### src/rtl/ppg_defines.vh
// Constants for the pulse generator control block: register offsets,
// field positions, reset values and mode encodings.
// Assumes inclusion by bare name from the design files.
`ifndef PPG_DEFINES_VH
`define PPG_DEFINES_VH

// Register byte offsets on APB
`define PPG_OFF_CTRL1      8'h00
`define PPG_OFF_CTRL2      8'h04
`define PPG_OFF_CTRL3      8'h08
`define PPG_OFF_PERIOD     8'h0C
`define PPG_OFF_DEAD1      8'h10
`define PPG_OFF_WIDTH1     8'h14
`define PPG_OFF_DEAD2      8'h18
`define PPG_OFF_WIDTH2     8'h1C
`define PPG_OFF_COUNT      8'h20

// First control register fields
`define PPG_C1_EDGE        0
`define PPG_C1_ACCEPT      1
`define PPG_C1_START_LO    2
`define PPG_C1_INIT1       4
`define PPG_C1_INIT2       5
// Second control register fields
`define PPG_C2_OE1         0
`define PPG_C2_OE2         1
`define PPG_C2_FILT_LO     2
// Third control register fields
`define PPG_C3_RUN         0
`define PPG_C3_STM_LO      1
`define PPG_C3_BUSY        3

// Reset values
`define PPG_RST_CTRL       6'h00
`define PPG_RST_DATA       10'h000

// Start modes
`define PPG_START_CMDCAP   2'h0
`define PPG_START_CMDTRG   2'h1
`define PPG_START_TRIG     2'h2

// Stop modes
`define PPG_STM_INIT       2'h0
`define PPG_STM_KEEP       2'h1
`define PPG_STM_ONCE       2'h2

// Filter selects
`define PPG_FILT_DIV4      2'h0
`define PPG_FILT_DIV2      2'h1
`define PPG_FILT_DIV1      2'h2
`define PPG_FILT_BYPASS    2'h3

// Consecutive equal samples needed, minus one
`define PPG_FILT_LAST      3'h4

`endif

### src/rtl/ppg_noise_filter.v
// Trigger pin synchroniser and digital noise canceller.
// Assumes a single clock pclk; trigger pin is asynchronous-safe via two flops.
`timescale 1ns/10ps
`default_nettype none
`include "ppg_defines.vh"

module ppg_noise_filter (
   // Clock and reset
   input  wire       pclk,
   input  wire       presetn,
   // Trigger pin and selection
   input  wire       trig_in,
   input  wire [1:0] filter_select,
   // Filtered level
   output reg        trig_filt_ff
);

   reg       sync1_ff;
   reg       sync2_ff;
   reg [1:0] div_ff;
   reg [2:0] same_ff;
   reg       sample_en;

   // ******************************************
   // Synchroniser
   // ******************************************
   // Two-stage capture of the pin
   always @(posedge pclk or negedge presetn) begin
      if (!presetn) begin
         sync1_ff <= 1'b0;
         sync2_ff <= 1'b0;
      end else begin
         sync1_ff <= trig_in;
         sync2_ff <= sync1_ff;
      end
   end

   // ******************************************
   // Sampling enable
   // ******************************************
   // Free-running divider for fc/4 and fc/2
   always @(posedge pclk or negedge presetn) begin
      if (!presetn) begin
         div_ff <= 2'h0;
      end else begin
         div_ff <= div_ff + 2'h1;
      end
   end

   // Sample strobe per select
   always @* begin
      case (filter_select)
         `PPG_FILT_DIV4: sample_en = (div_ff == 2'h3);
         `PPG_FILT_DIV2: sample_en = div_ff[0];
         default:        sample_en = 1'b1;
      endcase
   end

   // ******************************************
   // Five-sample acceptance
   // ******************************************
   // New level taken after five equal samples
   always @(posedge pclk or negedge presetn) begin
      if (!presetn) begin
         same_ff      <= 3'h0;
         trig_filt_ff <= 1'b0;
      end else if (filter_select == `PPG_FILT_BYPASS) begin
         same_ff      <= 3'h0;
         trig_filt_ff <= sync2_ff;
      end else if (sample_en) begin
         if (sync2_ff == trig_filt_ff) begin
            same_ff <= 3'h0;
         end else if (same_ff == `PPG_FILT_LAST) begin
            same_ff      <= 3'h0;
            trig_filt_ff <= sync2_ff;
         end else begin
            same_ff <= same_ff + 3'h1;
         end
      end
   end

endmodule
`default_nettype wire

### src/rtl/ppg_ctrl.v
// Pulse generator control: APB registers, trigger acceptance, stop modes,
// one-time and continuous output, output level and enable control.
// Assumes one clock pclk, asynchronous active-low presetn, zero-wait APB.
`timescale 1ns/10ps
`default_nettype none
`include "ppg_defines.vh"

module ppg_ctrl #(
   parameter CNT_W = 10
) (
   // Clock and reset
   input  wire        pclk,
   input  wire        presetn,
   // APB slave
   input  wire        psel,
   input  wire        penable,
   input  wire        pwrite,
   input  wire [7:0]  paddr,
   input  wire [31:0] pwdata,
   output reg  [31:0] prdata,
   output wire        pready,
   output wire        pslverr,
   // Trigger pin
   input  wire        trigger_pin,
   // Pulse outputs
   output wire        pulse_out1,
   output wire        pulse_out1_oe,
   output wire        pulse_out2,
   output wire        pulse_out2_oe,
   // Period event
   output reg         period_interrupt
);

   // ******************************************
   // Declarations
   // ******************************************
   reg [5:0]       ctrl1_ff;
   reg [3:0]       ctrl2_ff;
   reg             run_ff;
   reg [1:0]       stm_ff;
   reg [CNT_W-1:0] period_ff;
   reg [CNT_W-1:0] dead1_ff;
   reg [CNT_W-1:0] width1_ff;
   reg [CNT_W-1:0] dead2_ff;
   reg [CNT_W-1:0] width2_ff;
   reg [CNT_W-1:0] cnt_ff;
   reg             cnt_on_ff;
   reg             pend_ff;
   reg             lvl1_ff;
   reg             lvl2_ff;
   reg             prev_stop_ff;
   wire            trig_filt;
   wire            acc;
   wire            wr;
   wire            wr3;
   wire            new_run;
   wire [1:0]      new_stm;
   wire [1:0]      start_mode;
   wire            edge_sel;
   wire            accept_mode;
   wire            init1;
   wire            init2;
   wire            oe1;
   wire            oe2;
   wire            stop_lvl;
   wire            start_edge;
   wire            outs_active;
   wire            gate;
   wire            trig_stop;
   wire            trig_start;
   wire            cmd_stop;
   wire            cmd_start;
   wire            cmd_runs;
   wire            period_end;
   wire            act1;
   wire            act2;
   wire            busy;

   // Extend a count to one bit more; zero stands for full scale
   function [CNT_W:0] full_scale;
      input [CNT_W-1:0] v;
      begin
         full_scale = (v == {CNT_W{1'b0}}) ? {1'b1, {CNT_W{1'b0}}} : {1'b0, v};
      end
   endfunction

   // Known register offset
   function addr_hit;
      input [7:0] a;
      begin
         addr_hit = (a == `PPG_OFF_CTRL1) || (a == `PPG_OFF_CTRL2) ||
                    (a == `PPG_OFF_CTRL3) || (a == `PPG_OFF_PERIOD) ||
                    (a == `PPG_OFF_DEAD1) || (a == `PPG_OFF_WIDTH1) ||
                    (a == `PPG_OFF_DEAD2) || (a == `PPG_OFF_WIDTH2) ||
                    (a == `PPG_OFF_COUNT);
      end
   endfunction

   // ******************************************
   // Trigger noise filter
   // ******************************************
   ppg_noise_filter u_filt (
      .pclk          (pclk),
      .presetn       (presetn),
      .trig_in       (trigger_pin),
      .filter_select (ctrl2_ff[`PPG_C2_FILT_LO+1:`PPG_C2_FILT_LO]),
      .trig_filt_ff  (trig_filt)
   );

   // ******************************************
   // APB access
   // ******************************************
   // Zero-wait slave, error on unmapped offset
   assign acc     = psel & penable;
   assign wr      = acc & pwrite;
   assign pready  = 1'b1;
   assign pslverr = acc & ~addr_hit(paddr);
   assign wr3     = wr & (paddr == `PPG_OFF_CTRL3);
   assign new_run = pwdata[`PPG_C3_RUN];
   assign new_stm = pwdata[`PPG_C3_STM_LO+1:`PPG_C3_STM_LO];

   // Configuration registers
   always @(posedge pclk or negedge presetn) begin
      if (!presetn) begin
         ctrl1_ff  <= `PPG_RST_CTRL;
         ctrl2_ff  <= 4'h0;
         period_ff <= `PPG_RST_DATA;
         dead1_ff  <= `PPG_RST_DATA;
         width1_ff <= `PPG_RST_DATA;
         dead2_ff  <= `PPG_RST_DATA;
         width2_ff <= `PPG_RST_DATA;
      end else if (wr) begin
         case (paddr)
            `PPG_OFF_CTRL1:  ctrl1_ff  <= pwdata[5:0];
            `PPG_OFF_CTRL2:  ctrl2_ff  <= pwdata[3:0];
            `PPG_OFF_PERIOD: period_ff <= pwdata[CNT_W-1:0];
            `PPG_OFF_DEAD1:  dead1_ff  <= pwdata[CNT_W-1:0];
            `PPG_OFF_WIDTH1: width1_ff <= pwdata[CNT_W-1:0];
            `PPG_OFF_DEAD2:  dead2_ff  <= pwdata[CNT_W-1:0];
            `PPG_OFF_WIDTH2: width2_ff <= pwdata[CNT_W-1:0];
            default: begin
            end
         endcase
      end
   end

   // Read data registered in the setup cycle
   always @(posedge pclk or negedge presetn) begin
      if (!presetn) begin
         prdata <= 32'h0000_0000;
      end else if (psel & ~penable & ~pwrite) begin
         case (paddr)
            `PPG_OFF_CTRL1:  prdata <= {26'h0000000, ctrl1_ff};
            `PPG_OFF_CTRL2:  prdata <= {28'h0000000, ctrl2_ff};
            `PPG_OFF_CTRL3:  prdata <= {28'h0000000, busy, stm_ff, run_ff};
            `PPG_OFF_PERIOD: prdata <= {22'h000000, period_ff};
            `PPG_OFF_DEAD1:  prdata <= {22'h000000, dead1_ff};
            `PPG_OFF_WIDTH1: prdata <= {22'h000000, width1_ff};
            `PPG_OFF_DEAD2:  prdata <= {22'h000000, dead2_ff};
            `PPG_OFF_WIDTH2: prdata <= {22'h000000, width2_ff};
            `PPG_OFF_COUNT:  prdata <= {22'h000000, cnt_ff};
            default:         prdata <= 32'h0000_0000;
         endcase
      end
   end

   // ******************************************
   // Field decode
   // ******************************************
   assign edge_sel    = ctrl1_ff[`PPG_C1_EDGE];
   assign accept_mode = ctrl1_ff[`PPG_C1_ACCEPT];
   assign start_mode  = ctrl1_ff[`PPG_C1_START_LO+1:`PPG_C1_START_LO];
   assign init1       = ctrl1_ff[`PPG_C1_INIT1];
   assign init2       = ctrl1_ff[`PPG_C1_INIT2];
   assign oe1         = ctrl2_ff[`PPG_C2_OE1];
   assign oe2         = ctrl2_ff[`PPG_C2_OE2];
   assign busy        = cnt_on_ff | pend_ff;

   // ******************************************
   // Trigger acceptance
   // ******************************************
   // Stop level and start edge from the filtered level only
   assign stop_lvl   = trig_filt ^ edge_sel;
   assign start_edge = prev_stop_ff & ~stop_lvl;

   // Active state counts only for enabled outputs
   assign outs_active = (oe1 & (lvl1_ff != init1)) |
                        (oe2 & (lvl2_ff != init2));

   // Pin triggers need a trigger start mode and a set run bit or a pending stop
   assign gate = (start_mode != `PPG_START_CMDCAP) & (run_ff | pend_ff) &
                 (~accept_mode | ~outs_active);

   // Stop level acts each cycle, so a held stop lands once outputs drop
   assign trig_stop  = gate & stop_lvl & busy;
   assign trig_start = gate & start_edge & run_ff & ~cnt_on_ff;

   // Previous stop level
   always @(posedge pclk or negedge presetn) begin
      if (!presetn) begin
         prev_stop_ff <= 1'b0;
      end else begin
         prev_stop_ff <= stop_lvl;
      end
   end

   // ******************************************
   // Command decode
   // ******************************************
   assign cmd_stop  = wr3 & ~new_run & (run_ff | pend_ff);
   assign cmd_start = wr3 & new_run;
   // Command starts counting in command modes only, and with trigger start not while the pin holds stop level
   assign cmd_runs  = (start_mode == `PPG_START_CMDCAP) |
                      ((start_mode == `PPG_START_CMDTRG) & ~stop_lvl);
   assign period_end = cnt_on_ff &
                       ({1'b0, cnt_ff} == full_scale(period_ff) - 1'b1);

   // Output windows from dead time to pulse width
   assign act1 = (cnt_ff >= dead1_ff) & ({1'b0, cnt_ff} < full_scale(width1_ff));
   assign act2 = (cnt_ff >= dead2_ff) & ({1'b0, cnt_ff} < full_scale(width2_ff));

   // Run bit and stop mode follow software writes
   always @(posedge pclk or negedge presetn) begin
      if (!presetn) begin
         run_ff <= 1'b0;
         stm_ff <= `PPG_STM_INIT;
      end else if (wr3) begin
         run_ff <= new_run;
         stm_ff <= new_stm;
      end
   end

   // ******************************************
   // Counter and output levels
   // ******************************************
   always @(posedge pclk or negedge presetn) begin
      if (!presetn) begin
         cnt_ff           <= {CNT_W{1'b0}};
         cnt_on_ff        <= 1'b0;
         pend_ff          <= 1'b0;
         lvl1_ff          <= 1'b0;
         lvl2_ff          <= 1'b0;
         period_interrupt <= 1'b0;
      end else begin
         period_interrupt <= 1'b0;
         if (cmd_stop) begin
            case (new_stm)
               `PPG_STM_KEEP: begin
                  cnt_ff    <= {CNT_W{1'b0}};
                  cnt_on_ff <= 1'b0;
               end
               `PPG_STM_ONCE: begin
                  pend_ff <= cnt_on_ff & ~period_end;
                  if (period_end) begin                          // Request on last count ends now
                     period_interrupt <= 1'b1;
                     cnt_ff           <= {CNT_W{1'b0}};
                     cnt_on_ff        <= 1'b0;
                     lvl1_ff          <= init1;
                     lvl2_ff          <= init2;
                  end else if (cnt_on_ff) begin                  // Period keeps running
                     cnt_ff  <= cnt_ff + 1'b1;
                     lvl1_ff <= init1 ^ act1;
                     lvl2_ff <= init2 ^ act2;
                  end
               end
               default: begin
                  cnt_ff    <= {CNT_W{1'b0}};
                  cnt_on_ff <= 1'b0;
                  lvl1_ff   <= init1;
                  lvl2_ff   <= init2;
               end
            endcase
         end else if (cmd_start) begin
            // Fresh start from initial levels, command wins over trigger
            cnt_ff    <= {CNT_W{1'b0}};
            cnt_on_ff <= cmd_runs;
            pend_ff   <= 1'b0;
            lvl1_ff   <= init1;
            lvl2_ff   <= init2;
            period_interrupt <= cmd_runs;
         end else if (trig_stop) begin
            cnt_ff    <= {CNT_W{1'b0}};
            cnt_on_ff <= 1'b0;
            pend_ff   <= 1'b0;
            lvl1_ff   <= init1;
            lvl2_ff   <= init2;
         end else if (trig_start) begin
            cnt_ff    <= {CNT_W{1'b0}};
            cnt_on_ff <= 1'b1;
            lvl1_ff   <= init1;
            lvl2_ff   <= init2;
         end else if (period_end) begin
            period_interrupt <= 1'b1;
            cnt_ff           <= {CNT_W{1'b0}};
            if (pend_ff | (stm_ff == `PPG_STM_ONCE)) begin
               cnt_on_ff <= 1'b0;
               pend_ff   <= 1'b0;
               lvl1_ff   <= init1;
               lvl2_ff   <= init2;
            end else begin
               lvl1_ff <= init1;
               lvl2_ff <= init2;
            end
         end else if (cnt_on_ff) begin
            cnt_ff  <= cnt_ff + 1'b1;
            lvl1_ff <= init1 ^ act1;
            lvl2_ff <= init2 ^ act2;
         end
      end
   end

   // ******************************************
   // Pin drive
   // ******************************************
   // Disabled outputs release the pin to port logic
   assign pulse_out1    = lvl1_ff;
   assign pulse_out2    = lvl2_ff;
   assign pulse_out1_oe = oe1;
   assign pulse_out2_oe = oe2;

endmodule
`default_nettype wire

### config.mk
export PLATFORM = sky130hd
export DESIGN_NAME = ppg_ctrl
export DESIGN_NICKNAME = d
export VERILOG_FILES = /design/src/rtl/ppg_noise_filter.v /design/src/rtl/ppg_ctrl.v
export VERILOG_INCLUDE_DIRS = /design/src /design/src/rtl
export SDC_FILE = /design/constraint.sdc
export NUM_CORES = 1
export LEC_CHECK = 0
export BUFFER_PORTS_ARGS = -buffer_cell sky130_fd_sc_hd__buf_4
export CAP_MARGIN = 20
export CORE_UTILIZATION = 40
export DETAILED_ROUTE_END_ITERATION = 7
export GPL_TIMING_DRIVEN = 0
export HOLD_SLACK_MARGIN = 0.06
export SETUP_SLACK_MARGIN = 0.05
export SYNTH_ARGS = -nofsm -noshare
export SYNTH_HDL_FRONTEND = slang
export SYNTH_HIERARCHICAL = 1
export SYNTH_SLANG_ARGS = --single-unit
### constraint.sdc
create_clock -name pclk -period 3.5 [get_ports pclk]
set_clock_uncertainty 0.1 [all_clocks]
set_input_delay 0.875 -clock pclk [delete_from_list [all_inputs] [get_ports pclk]]
set_output_delay 0.875 -clock pclk [all_outputs]
set_load 0.01 [all_outputs]
# After elaboration in Yosys (flattened, before gate mapping)
# Index checks and enable logic that the tools add are counted.
dict set report classes {
  mux 53
  n_lt_le_gt_ge 4
  n_reduce_logical 31
  n_addsub 4
  n_eq_ne 25
  n_bitwise 42
}
# operator n
set ops {}
lappend ops {{10-bit one-hot mux with 9 select lines} 1}
lappend ops {{10-bit 2-to-1 mux} 7}
lappend ops {{1-bit 2-to-1 mux} 35}
lappend ops {{11-bit 2-to-1 mux} 3}
lappend ops {{8-bit by 5-bit equality test with 1-bit output, second input constant} 4}
lappend ops {{10-bit logical NOT} 3}
lappend ops {{1-bit AND} 24}
lappend ops {{10-bit by 11-bit less-than comparator with 1-bit output} 2}
lappend ops {{10-bit greater-or-equal comparator} 2}
lappend ops {{8-bit by 4-bit equality test with 1-bit output, second input constant} 2}
lappend ops {{2-bit AND reduction} 7}
lappend ops {{3-bit 2-to-1 mux} 4}
lappend ops {{10-bit by 11-bit equality test with 1-bit output} 1}
lappend ops {{11-bit by 1-bit subtractor with 11-bit output, second input constant} 1}
lappend ops {{10-bit by 1-bit adder with 10-bit output, second input constant} 1}
lappend ops {{5-bit nonzero test} 2}
lappend ops {{1-bit inverter} 9}
lappend ops {{2-bit equality test, second input constant} 4}
lappend ops {{8-bit by 3-bit equality test with 1-bit output, second input constant} 1}
lappend ops {{8-bit by 6-bit equality test with 1-bit output, second input constant} 1}
lappend ops {{8-bit logical NOT} 1}
lappend ops {{1-bit logical OR} 8}
lappend ops {{4-bit nonzero test} 2}
lappend ops {{2-bit by 1-bit equality test with 1-bit output, second input constant} 3}
lappend ops {{16 further kinds} 31}
dict set report totals {
  inputBits 46
  regBits 119
  output_inout_bits 39
  wordCells 181
}

# Longest topological paths before layout
# Gate-level depths: netlist of the first run.
dict set report depth {
  depth_word 13
  ltp_mapped 11
  depth_no_buf 10
}

# Hierarchy
# The synthesis of the first run kept the hierarchy.
# module cells_per_inst n_inst area_per_inst_um2 seq_area_each_um2
set modules_own_cells {}
lappend modules_own_cells {ppg_ctrl 578 1 5818.1 2227.1}
lappend modules_own_cells {ppg_noise_filter 29 1 369.1 200.2}

# Worst setup path before layout of the first run
# OpenSTA, ideal clock, no wires.
dict set report synth_path {
  path_kind {register -> register}
  from {register period_ff[0]}
  to {register lvl1_ff, in the netlist pulse_out1}
  setup_time_ns 0.082
  period_less_slack_ns 2.970
  n_path_buf 0
  required_ns 3.318
  path_stages_with_launch 11
  path_slack_ns 0.530
  arrival_time_ns 2.788
  path_cell_list {dfrtp_1 > inv_1 > ha_1 > or3b_4 > nor4b_1 > nor3_2 > or4_4 > or4_4 > a21boi_2 > nor3_1 > o22ai_1}
}
dict set report synth_via {
  elab_chain_len 10
  elab_cells_between_ends 11
  cone_classes {1 x add/sub; 1 x eq/ne; 7 x mux; 1 x bitwise; 1 x reduce/logical}
}
# element line_no
set synth_lines {}
lappend synth_lines {{start, declared} ppg_ctrl.v:41} ;# reg [CNT_W-1:0] period_ff;
lappend synth_lines {{start signal, assigned} ppg_ctrl.v:127} ;# period_ff <= `PPG_RST_DATA;
lappend synth_lines {{start signal, assigned} ppg_ctrl.v:136} ;# `PPG_OFF_PERIOD: period_ff <= pwdata[CNT_W-1:0];
lappend synth_lines {{10-bit logical NOT} ppg_ctrl.v:83} ;# full_scale = (v == {CNT_W{1'b0}}) ? {1'b1, {CNT_W{1'b0}}} : {1'b0, v};
lappend synth_lines {{11-bit 2-to-1 mux *} ppg_ctrl.v:83}
lappend synth_lines {{11-bit by 1-bit subtractor with 11-bit output *} ppg_ctrl.v:216} ;# ({1'b0, cnt_ff} == full_scale(period_ff) - 1'b1);
lappend synth_lines {{10-bit by 11-bit equality test with 1-bit output *} ppg_ctrl.v:216}
lappend synth_lines {{1-bit AND *} ppg_ctrl.v:215} ;# assign period_end = cnt_on_ff &
lappend synth_lines {{1-bit 2-to-1 mux *} ppg_ctrl.v:292} ;# end else if (period_end) begin
lappend synth_lines {{1-bit 2-to-1 mux} ppg_ctrl.v:287} ;# end else if (trig_start) begin
lappend synth_lines {{1-bit 2-to-1 mux} ppg_ctrl.v:281} ;# end else if (trig_stop) begin
lappend synth_lines {{1-bit 2-to-1 mux} ppg_ctrl.v:273} ;# end else if (cmd_start) begin
lappend synth_lines {{1-bit 2-to-1 mux *} ppg_ctrl.v:246} ;# if (cmd_stop) begin
lappend synth_lines {{end signal, assigned} ppg_ctrl.v:278} ;# lvl1_ff <= init1;
lappend synth_lines {{end signal, assigned} ppg_ctrl.v:285} ;# lvl1_ff <= init1;
lappend synth_lines {{end signal, assigned} ppg_ctrl.v:290} ;# lvl1_ff <= init1;
lappend synth_lines {{end, declared} ppg_ctrl.v:49} ;# reg lvl1_ff;
# Mark *: on every way between the ends. The rest lies on a longest branch, timed or not.
# A chain may end at the register's enable or synchronous reset.

# Worst setup path in the final report of the first run
dict set report layout_path {
  from {input port paddr[2]}
  to {output port pslverr}
}
dict set report layout_via {
  elab_chain_len 11
  elab_cells_between_ends 19
  cone_classes {8 x eq/ne; 2 x bitwise; 9 x reduce/logical}
}
# element line_no
set layout_lines {}
lappend layout_lines {{start, declared} ppg_ctrl.v:18} ;# input wire [7:0] paddr,
lappend layout_lines {{8-bit by 3-bit equality test with 1-bit output / 8-bit logical NOT (equally long branches)} -}
lappend layout_lines {{1-bit logical OR (7 in a row)} ppg_ctrl.v:91} ;# addr_hit = (a == `PPG_OFF_CTRL1) || (a == `PPG_OFF_CTRL2) ||
lappend layout_lines {{1-bit logical OR *} ppg_ctrl.v:91}
lappend layout_lines {{1-bit inverter *} ppg_ctrl.v:117} ;# assign pslverr = acc & ~addr_hit(paddr);
lappend layout_lines {{1-bit AND *} ppg_ctrl.v:117}
lappend layout_lines {{end, declared} ppg_ctrl.v:22} ;# output wire pslverr,
# Marked as above.

==> results of run 1 <==
-- per-stage QoR --
stage | cells | instance area (um2) | util [%] | setup WS (ns)
global route | 871 | 7150 | 47.2 | 0.0512
global placement | 852 | 6770 | 44.7 | 0.0131
detailed placement | 853 | 6800 | 44.9 | -0.00509
floorplan | 628 | 6270 | - | 0.530
finish | 871 | 7150 | 47.2 | 0.150
CTS | 869 | 7140 | 47.1 | 0.0674
-- cells in the mapped netlist (3+ instances only) --
| master | n |
|---|---|
| o221ai_1 | 6 |
| inv_1 | 47 |
| o22ai_1 | 3 |
| o21ai_1 | 4 |
| mux2_2 | 49 |
| nor3_1 | 17 |
| nand4_1 | 12 |
| a22o_1 | 7 |
| buf_4 | 24 |
| a31oi_1 | 6 |
| o2111ai_1 | 4 |
| nand3_1 | 11 |
| a222oi_1 | 14 |
| nor2_1 | 39 |
| nor2b_1 | 3 |
| clkbuf_1 | 16 |
| nor3b_1 | 3 |
| o21ai_0 | 10 |
| a21oi_1 | 19 |
| nor4_1 | 5 |
| dfrtp_1 | 97 |
| nand2_1 | 36 |
| ha_1 | 44 |
| a211oi_1 | 8 |
| nand2b_1 | 11 |
| a221oi_1 | 4 |
| or4_1 | 3 |
| o21a_1 | 12 |
| xor2_1 | 11 |
| xnor2_1 | 12 |
| mux2_1 | 14 |
| a22oi_1 | 5 |
-- logic make-up after synthesis --
family                     count (synthesis)  synth area share, %
buffers and inverters                     93                 7.70
adders and majority gates                 44                 8.90
and+or+nand+nor                          157                 13.5
xor gates and xnor gates                  24                 3.52
other                                      2                0.121
DFF                                       97                 39.2
muxes                                     66                 12.0
AOI/OAI and AO/OA                        124                 15.0
-- registers in the layout (all words and copies together) (netlist names), 2 cells and up --
signal	cells
cnt_ff	10
dead1_ff	10
dead2_ff	10
period_ff	10
prdata	10
width1_ff	10
width2_ff	10
ctrl1_ff	6
ctrl2_ff	4
u_filt/same_ff	3
stm_ff	2
u_filt/div_ff	2
-- cells in the final DEF (no fill, tap or decap), types with 4 or more instances in the layout --
| cell type | instances |
|---|---|
| mux2_2 | 49 |
| a31oi_1 | 6 |
| nor4_1 | 5 |
| nor3_1 | 17 |
| o221ai_1 | 6 |
| a22oi_1 | 5 |
| conb_1 | 23 |
| nand3_1 | 11 |
| a222oi_1 | 14 |
| o21ai_0 | 10 |
| a22o_1 | 7 |
| o2111ai_1 | 4 |
| xnor2_1 | 12 |
| clkbuf_1 | 15 |
| o21ai_1 | 4 |
| nand2b_1 | 11 |
| ha_1 | 44 |
| buf_4 | 62 |
| o21a_1 | 12 |
| xor2_1 | 11 |
| nor2_1 | 39 |
| mux2_1 | 14 |
| dfrtp_1 | 97 |
| nand2_1 | 36 |
| nand4_1 | 12 |
| a221oi_1 | 4 |
| a211oi_1 | 8 |
| clkbuf_16 | 9 |
| a21oi_1 | 19 |
| inv_1 | 47 |
-- final timing paths --
path,endpoint,cells past startpoint
worst max-delay path,pslverr,6
worst max register to register,pulse_out1,10
max in group asynchronous,pulse_out1,2
worst min register to register,u_filt/sync2_ff,0
worst min-delay path,u_filt/sync2_ff,0
min in group asynchronous,dead1_ff[8],1
-- layer usage --
layer  routed length [um]  vias up
met3                  904       26
met1                 7140     2479
met4                  485        0
li1                     -     2323
met5                    0        -
met2                 7860      175
-- power breakdown --
part	switching [mW]	internal, mW
registers	0.202	1.23
clock network	0.467	0.656
logic	0.639	0.541
-- area by class of cell --
cell class	instances	area, um2	share of cell area (%)
well taps	188	235	3.29
plain buffers	45	297	4.15
repair buffers	39	313	4.37
clock buffers	10	239	3.34
inverters	48	181	2.54
clock inverters	6	96.3	1.35
flip-flops and latches	97	2430	33.9
multi-input cells	438	3360	47.0
-- repair_timing --
action / CTS / global route
hold buffers: 0 / 0
setup endpoints to repair: 1 / 11
cloned: 0 / 0
pin swaps: 0 / 1
resized for setup: 1 / 0
setup buffers: 0 / 2
==> impl_metrics.json, run 1 <==
{
  "grt_overflow": 0,
  "cp-end-kind": "primary output",
  "die_w_um": 126,
  "path_clk_slew_ns": 0.07,
  "period_minus_slack_ns": 3.35,
  "grt_pass1_vias": 4923,
  "drcViolationCount": 0,
  "drt-initial-drc-count": 474,
  "syn_area_per_cell_um2": 10.2,
  "crit_required_ns": 2.52,
  "n_antenna_cell": 0,
  "htreeDepth": 3,
  "cts_buffer_depth": 2,
  "pin_count": 85,
  "cts_tree": "yes",
  "use_met1_pct": 28.3,
  "path_delay_family": "simple AND/OR/NAND/NOR gates",
  "regToRegSetupSlack_ns": 0.18,
  "synth-async-reset-ratio_pct": 100,
  "slowest_delay_ns": 0.47,
  "routedWlPerCell_um": 18.8,
  "synth_top_area_share_pct": 39.2,
  "finalHoldViolCount": 0,
  "p_leak_nw": 3.26,
  "wirelength_mm": 16.4,
  "min_period_over_period_pct": 95.7,
  "max-cap-violations": 0,
  "dieArea_um2": 16000,
  "path_class": "input pin to primary output",
  "clock_sinks": 97,
  "setup.worst_path.start_class": "input pin",
  "power_density_nw_per_um2": 522,
  "critPathSlowestCell": "or3_1",
  "worstPathCellList": "buf_4, or3_1, nor3_1, clkbuf_2, a211oi_1, buf_4",
  "setup_viol": 0,
  "dp_hpwl_mm": 12.3,
  "syn_area_um2": 6190,
  "antenna_found_initial": 0,
  "drive_gt1_share_pct": 21.8,
  "status": "finished clean",
  "rr_startpoint": "period_ff[0]",
  "vias_per_cell": 5.74,
  "tightest_slew_ns": 0.908,
  "grt-busiest-layer": "met2",
  "clock_latency_ns": 0.36,
  "syn_inst": 607,
  "yosys.area.top_type": "dfrtp_1",
  "grt_pass1_wl_mm": 26.3,
  "portBuffers": 36,
  "coreArea_um2": 15100,
  "min_path_type": "register to register",
  "gp_congestion": 0.908,
  "slew_headroom_pct": 39.0,
  "hold_start": "u_filt/sync1_ff",
  "crit_top_cell": "buf_4",
  "yosysWarnings": 6,
  "synth_cell_types": 66,
  "rows": 45,
  "fp.dieH_um": 126,
  "grt_start_max_net_pins": 64,
  "path_buf_inv": 3,
  "clock-root-buffer": "clkbuf_16",
  "synth_flop_cell": "dfrtp_1",
  "finalMaxSlewViolations": 0,
  "fin_tns_setup_ns": 0,
  "drt-pass1-iter-count": 5,
  "synth-seq-cells": 97,
  "rsz0062_at_grt": "false",
  "cts_buffers": 9,
  "synth.area.top_cells": "dfrtp_1 (39%), mux2_2 (8.9%), ha_1 (8.9%), buf_4 (2.9%), inv_1 (2.9%)",
  "area_growth_pct": 15.6,
  "startpoint": "paddr[2]",
  "vias": 5003,
  "crit_fanout": 10,
  "holdWs_ns": 0.250,
  "clock.fmax_ghz": 0.299,
  "use_met2_pct": 35.1,
  "power_mw": 3.73,
  "nets": 768,
  "synth_edf_count": 0,
  "ant_nets": 0,
  "met3_usage_pct": 2.95,
  "nFillCells": 1404,
  "peakVddDrop_uv": 200,
  "start_util_pct": 40.9,
  "grtUsageTotal_pct": 21.6,
  "seq_area_frac_synth_pct": 39.2,
  "worstPathArrival_ns": 2.37
}
No activity file was read; power rests on OpenSTA's default activity.
==> run 2: changes to the inputs <==
CAP_MARGIN = default   (was 20)
GPL_ROUTABILITY_DRIVEN = 1   (was default)
clock period = 4.1 ns   (was 3.5 ns; I/O delays follow)
==> impl_metrics.json, run 2 (synthesis gave the netlist of run 1 again) <==
{
  "power_mw": 3.04,
  "grt_pass1_wl_mm": 26.3,
  "nets": 765,
  "dp_hpwl_mm": 12.2,
  "min_path_type": "register to register",
  "p_leak_nw": 3.21,
  "cts_buffers": 9,
  "period_minus_slack_ns": 3.77,
  "finalHoldViolCount": 0,
  "path_buf_inv": 3,
  "startpoint": "paddr[2]",
  "start_util_pct": 40.9,
  "setup_viol": 0,
  "min_period_over_period_pct": 92.0,
  "final_area_um2": 7060,
  "fin_tns_setup_ns": 0,
  "clock.fmax_ghz": 0.265,
  "drt-initial-drc-count": 512,
  "routedWlPerCell_um": 18.8,
  "timing.rr.end": "cnt_ff[9]",
  "finalWorstSetupSlack_ns": 0.326,
  "grt_pass1_vias": 4936,
  "rr_startpoint": "period_ff[0]",
  "regArea_um2": 2430,
  "htreeDepth": 3,
  "rsz0062_at_grt": "false",
  "cts_buffer_depth": 2,
  "slowest_delay_ns": 0.47,
  "critPathSlowestCell": "clkbuf_1",
  "peakVddDrop_uv": 165,
  "dieArea_um2": 16000,
  "crit_top_cell": "buf_4",
  "worstPathCellList": "buf_4, or3_1, nor3_1, clkbuf_1, a211oi_1, buf_4",
  "pin_count": 85,
  "grt_overflow": 0,
  "cp-end-kind": "primary output",
  "final_cell_mix": "dfrtp_1 (97), buf_4 (59), mux2_2 (49)",
  "multi_input_area_um2": 3360,
  "met3_usage_pct": 2.99,
  "holdWs_ns": 0.249,
  "coreArea_um2": 15100,
  "ant_nets": 0,
  "power_density_nw_per_um2": 431,
  "fp.dieH_um": 126,
  "holdBufCountCts": 0,
  "finalMaxSlewViolations": 0,
  "crit_required_ns": 2.97,
  "post-cts-setup-buffers": 0,
  "vias": 5090,
  "gp_congestion": 0.908,
  "clock-root-buffer": "clkbuf_16",
  "n_antenna_cell": 0,
  "grt_start_max_net_pins": 98,
  "crit_fanout": 10,
  "drt-pass1-iter-count": 7,
  "antenna_found_initial": 0,
  "pre_cts_slack_ns": 0.344,
  "path_delay_family": "simple AND/OR/NAND/NOR gates",
  "cts_tree": "yes",
  "slew_headroom_pct": 34.1,
  "wirelength_mm": 16.3,
  "setup.worst_path.start_class": "input pin",
  "final_common_cell": "dfrtp_1",
  "status": "finished clean",
  "crit_cells": 6,
  "grtUsageTotal_pct": 21.5,
  "die_w_um": 126,
  "area_growth_pct": 14.1,
  "drcViolationCount": 0,
  "drive_gt1_share_pct": 21.2,
  "cts_resized": 0,
  "portBuffers": 36,
  "path_clk_slew_ns": 0.07,
  "tightest_slew_ns": 0.982,
  "use_met2_pct": 35.2,
  "r2r_cells": 11,
  "use_met1_pct": 28.1,
  "max-cap-violations": 0,
  "clock_latency_ns": 0.35,
  "place_area_um2": 6770,
  "vias_per_cell": 5.86,
  "rows": 45,
  "clock_sinks": 97,
  "worstPathArrival_ns": 2.65,
  "path_class": "input pin to primary output",
  "nFillCells": 1396,
  "regToRegSetupSlack_ns": 0.67,
  "grt-busiest-layer": "met2",
  "cp-endpoint": "pslverr"
}
==> run 2: how the worst min path moves through the flow <==
stage                    startpoint               to  slack [ns]  depth (start not counted)
floorplan           u_filt/sync1_ff  u_filt/sync2_ff        0.23                          0
global placement    u_filt/sync1_ff  u_filt/sync2_ff        0.23                          0
detailed placement  u_filt/sync1_ff  u_filt/sync2_ff        0.24                          0
CTS                 u_filt/sync1_ff  u_filt/sync2_ff        0.25                          0
global route        u_filt/sync1_ff  u_filt/sync2_ff        0.28                          0
finish              u_filt/sync1_ff  u_filt/sync2_ff        0.25                          0
==> run 2: power breakdown <==
part / switching [mW] / total [mW] / internal, mW
clock network: 0.384 / 0.816 / 0.432
logic: 0.545 / 1.00 / 0.459
registers: 0.171 / 1.22 / 1.05
total: 1.10 / 3.04 / 1.94
==> run 2: layout make-up <==
cell class	instances	area share, %
Buffer	45	4.18
Clock buffer	11	3.44
Clock inverter	5	0.550
Inverter	48	2.57
Multi-Input combinational cell	438	47.6
Sequential cell	97	34.4
Tap cell	188	3.33
Timing Repair Buffer	36	3.88
==> run 2: metal layers <==
| metal | wire [um] | part of all wire [%] | vias up |
|---|---|---|---|
| li1 | - | - | 2323 |
| met1 | 7020 | 43 | 2548 |
| met2 | 7840 | 48 | 180 |
| met3 | 883 | 5.4 | 39 |
| met4 | 542 | 3.3 | 0 |
| met5 | 0 | 0 | - |
==> run 2: metrics by stage <==
step | cells | util [%]
floorplan | 628 | -
global placement | 852 | 44.7
detailed placement | 852 | 44.7
CTS | 868 | 46.6
global route | 868 | 46.6
finish | 868 | 46.6
==> run 3: changes to the inputs <==
REMOVE_ABC_BUFFERS = 1   (was default)
==> impl_metrics.json, run 3 (synthesis gave the netlist of run 1 again) <==
{
  "dieArea_um2": 16000,
  "vias_per_cell": 5.86,
  "worstPathArrival_ns": 3.96,
  "rr_startpoint": "period_ff[0]",
  "rsz0062_at_grt": "false",
  "utilization_pct": 45.1,
  "regToRegSetupSlack_ns": 0.72,
  "routedWlPerCell_um": 18.7,
  "vias": 4850,
  "n_antenna_cell": 0,
  "cts_tree": "yes",
  "grt_pass1_wl_mm": 25.4,
  "worstPathCellList": "buf_4, nor3_1, nand2_1, nor3_1, nand2_1, mux2_2",
  "clock-root-buffer": "clkbuf_16",
  "p_seq_share_pct": 41.4,
  "power.switching_mw": 1.07,
  "final_common_cell": "dfrtp_1",
  "cp-end-kind": "register",
  "crit_required_ns": 4.24,
  "clkPwrFrac_pct": 28.9,
  "path_delay_family": "simple AND/OR/NAND/NOR gates",
  "gp_congestion": 0.907,
  "hold_start": "u_filt/sync1_ff",
  "grt_overflow": 0,
  "final_cell_mix": "dfrtp_1 (97), mux2_2 (49), inv_1 (47)",
  "clock_sinks": 97,
  "crit_fanout": 11,
  "holdBufCountCts": 0,
  "portBuffers": 39,
  "finalHoldViolCount": 0,
  "setup.worst_path.start_class": "input pin",
  "min_path_type": "register to register",
  "pre_cts_slack_ns": -0.0538,
  "area_growth_pct": 10.4,
  "combPwrFrac_pct": 29.7,
  "finalWorstSetupSlack_ns": 0.281,
  "path_clk_slew_ns": 0.07,
  "drt-pass1-iter-count": 6,
  "ant_nets": 0,
  "min_period_over_period_pct": 93.2,
  "status": "finished clean",
  "place_area_um2": 6520,
  "p_sw_share_pct": 35.4,
  "holdWs_ns": 0.251,
  "timing.rr.end": "cnt_ff[6]",
  "holdPathEnd": "u_filt/sync2_ff",
  "power_mw": 3.03,
  "slowest_delay_ns": 1.11,
  "pin_count": 85,
  "grtUsageTotal_pct": 20.6,
  "grt_start_max_net_pins": 98,
  "antenna_found_initial": 0,
  "period_minus_slack_ns": 3.82,
  "final_area_um2": 6830,
  "grt_pass1_vias": 4861,
  "clock.fmax_ghz": 0.262,
  "max-cap-violations": 0,
  "coreArea_um2": 15100,
  "power_density_nw_per_um2": 444,
  "clock_latency_ns": 0.35,
  "drive_gt1_share_pct": 19.1,
  "die_w_um": 126,
  "startpoint": "paddr[5]",
  "path_buf_inv": 1,
  "drcViolationCount": 0,
  "intPower_mw": 1.96,
  "path_class": "input pin to register",
  "dp_hpwl_mm": 11.6,
  "cts_buffer_depth": 2,
  "cts_buffers": 9,
  "setup_viol": 0,
  "tightest_slew_ns": 1.38,
  "holdPathStages": 0,
  "slew_headroom_pct": 7.59,
  "nets": 724,
  "drt-initial-drc-count": 465,
  "rows": 45,
  "r2r_cells": 10,
  "critPathSlowestCell": "nor3_1",
  "p_leak_nw": 3.07,
  "peakVddDrop_uv": 265,
  "finalMaxSlewViolations": 0,
  "start_util_pct": 40.9,
  "htreeDepth": 3,
  "wirelength_mm": 15.5,
  "fp.dieH_um": 126
}
-- run 3: changes by cell type in the layout (fill, tap and decap cells not counted), sizes merged --
cell	delta
clkbuf	-20
buf	-23
bufinv	+1
inv	+2
clkinvlp	-1
-- run 3: layout make-up --
cell class	instances	area [um2]
clock inverters	7	83.8
clock buffers	9	225
well taps	188	235
flip-flops and latches	97	2430
repair buffers	40	304
inverters	48	181
fillers	1403	8320
multi-input cells	438	3370
-- run 3: repair_timing --
item	CTS	global route
setup endpoints to repair	1	0
endpoints found under the hold margin	0	0
buffers inserted	0	0
resized for setup	1	0
-- run 3: how the worst max path moves through the flow --
stage,to,depth (start not counted)
after global placement,pslverr,5
after global routing,width1_ff[9],6
final,width1_ff[5],6
after CTS,width1_ff[5],6
after floorplan,pslverr,3
after detailed placement,width1_ff[5],6
-- run 3: worst register-to-register path: stages (launching register included) --
cell	delay, ns
dfrtp_1	0.42
inv_1	0.11
ha_1	0.22
or3b_4	0.42
nor4b_1	0.35
nor3_2	0.07
or4_4	0.52
nor4_4	0.46
nand2_1	0.13
nand2b_1	0.32
nor2_1	0.11
-- run 3: power by group through the flow --
stage | registers [mW] | clock network (mW) | logic [mW]
after floorplan | 1.20 | 0 | 0.628
after global placement | 1.27 | 0 | 0.856
after detailed placement | 1.27 | 0 | 0.896
after CTS | 1.25 | 0.896 | 0.900
after global routing | 1.27 | 0.935 | 1.03
final | 1.26 | 0.878 | 0.901
-- run 3: per-layer routing --
metal  up-vias  track usage (%)  wire (um)
met2       174             35.4       7670
met5         -                0          0
met1      2412             25.9       6680
met4         0             9.14        356
li1       2239                -          -
met3        25             2.70        753
-- run 3: stage by stage --
| step | std cells | TNS (ns) |
|---|---|---|
| 2_1_floorplan | 583 | 0 |
| 3_3_place_gp | 810 | -0.0428 |
| 3_5_place_dp | 811 | -0.459 |
| 4_1_cts | 827 | 0 |
| 5_1_grt | 827 | 0 |
| 6_report | 827 | 0 |
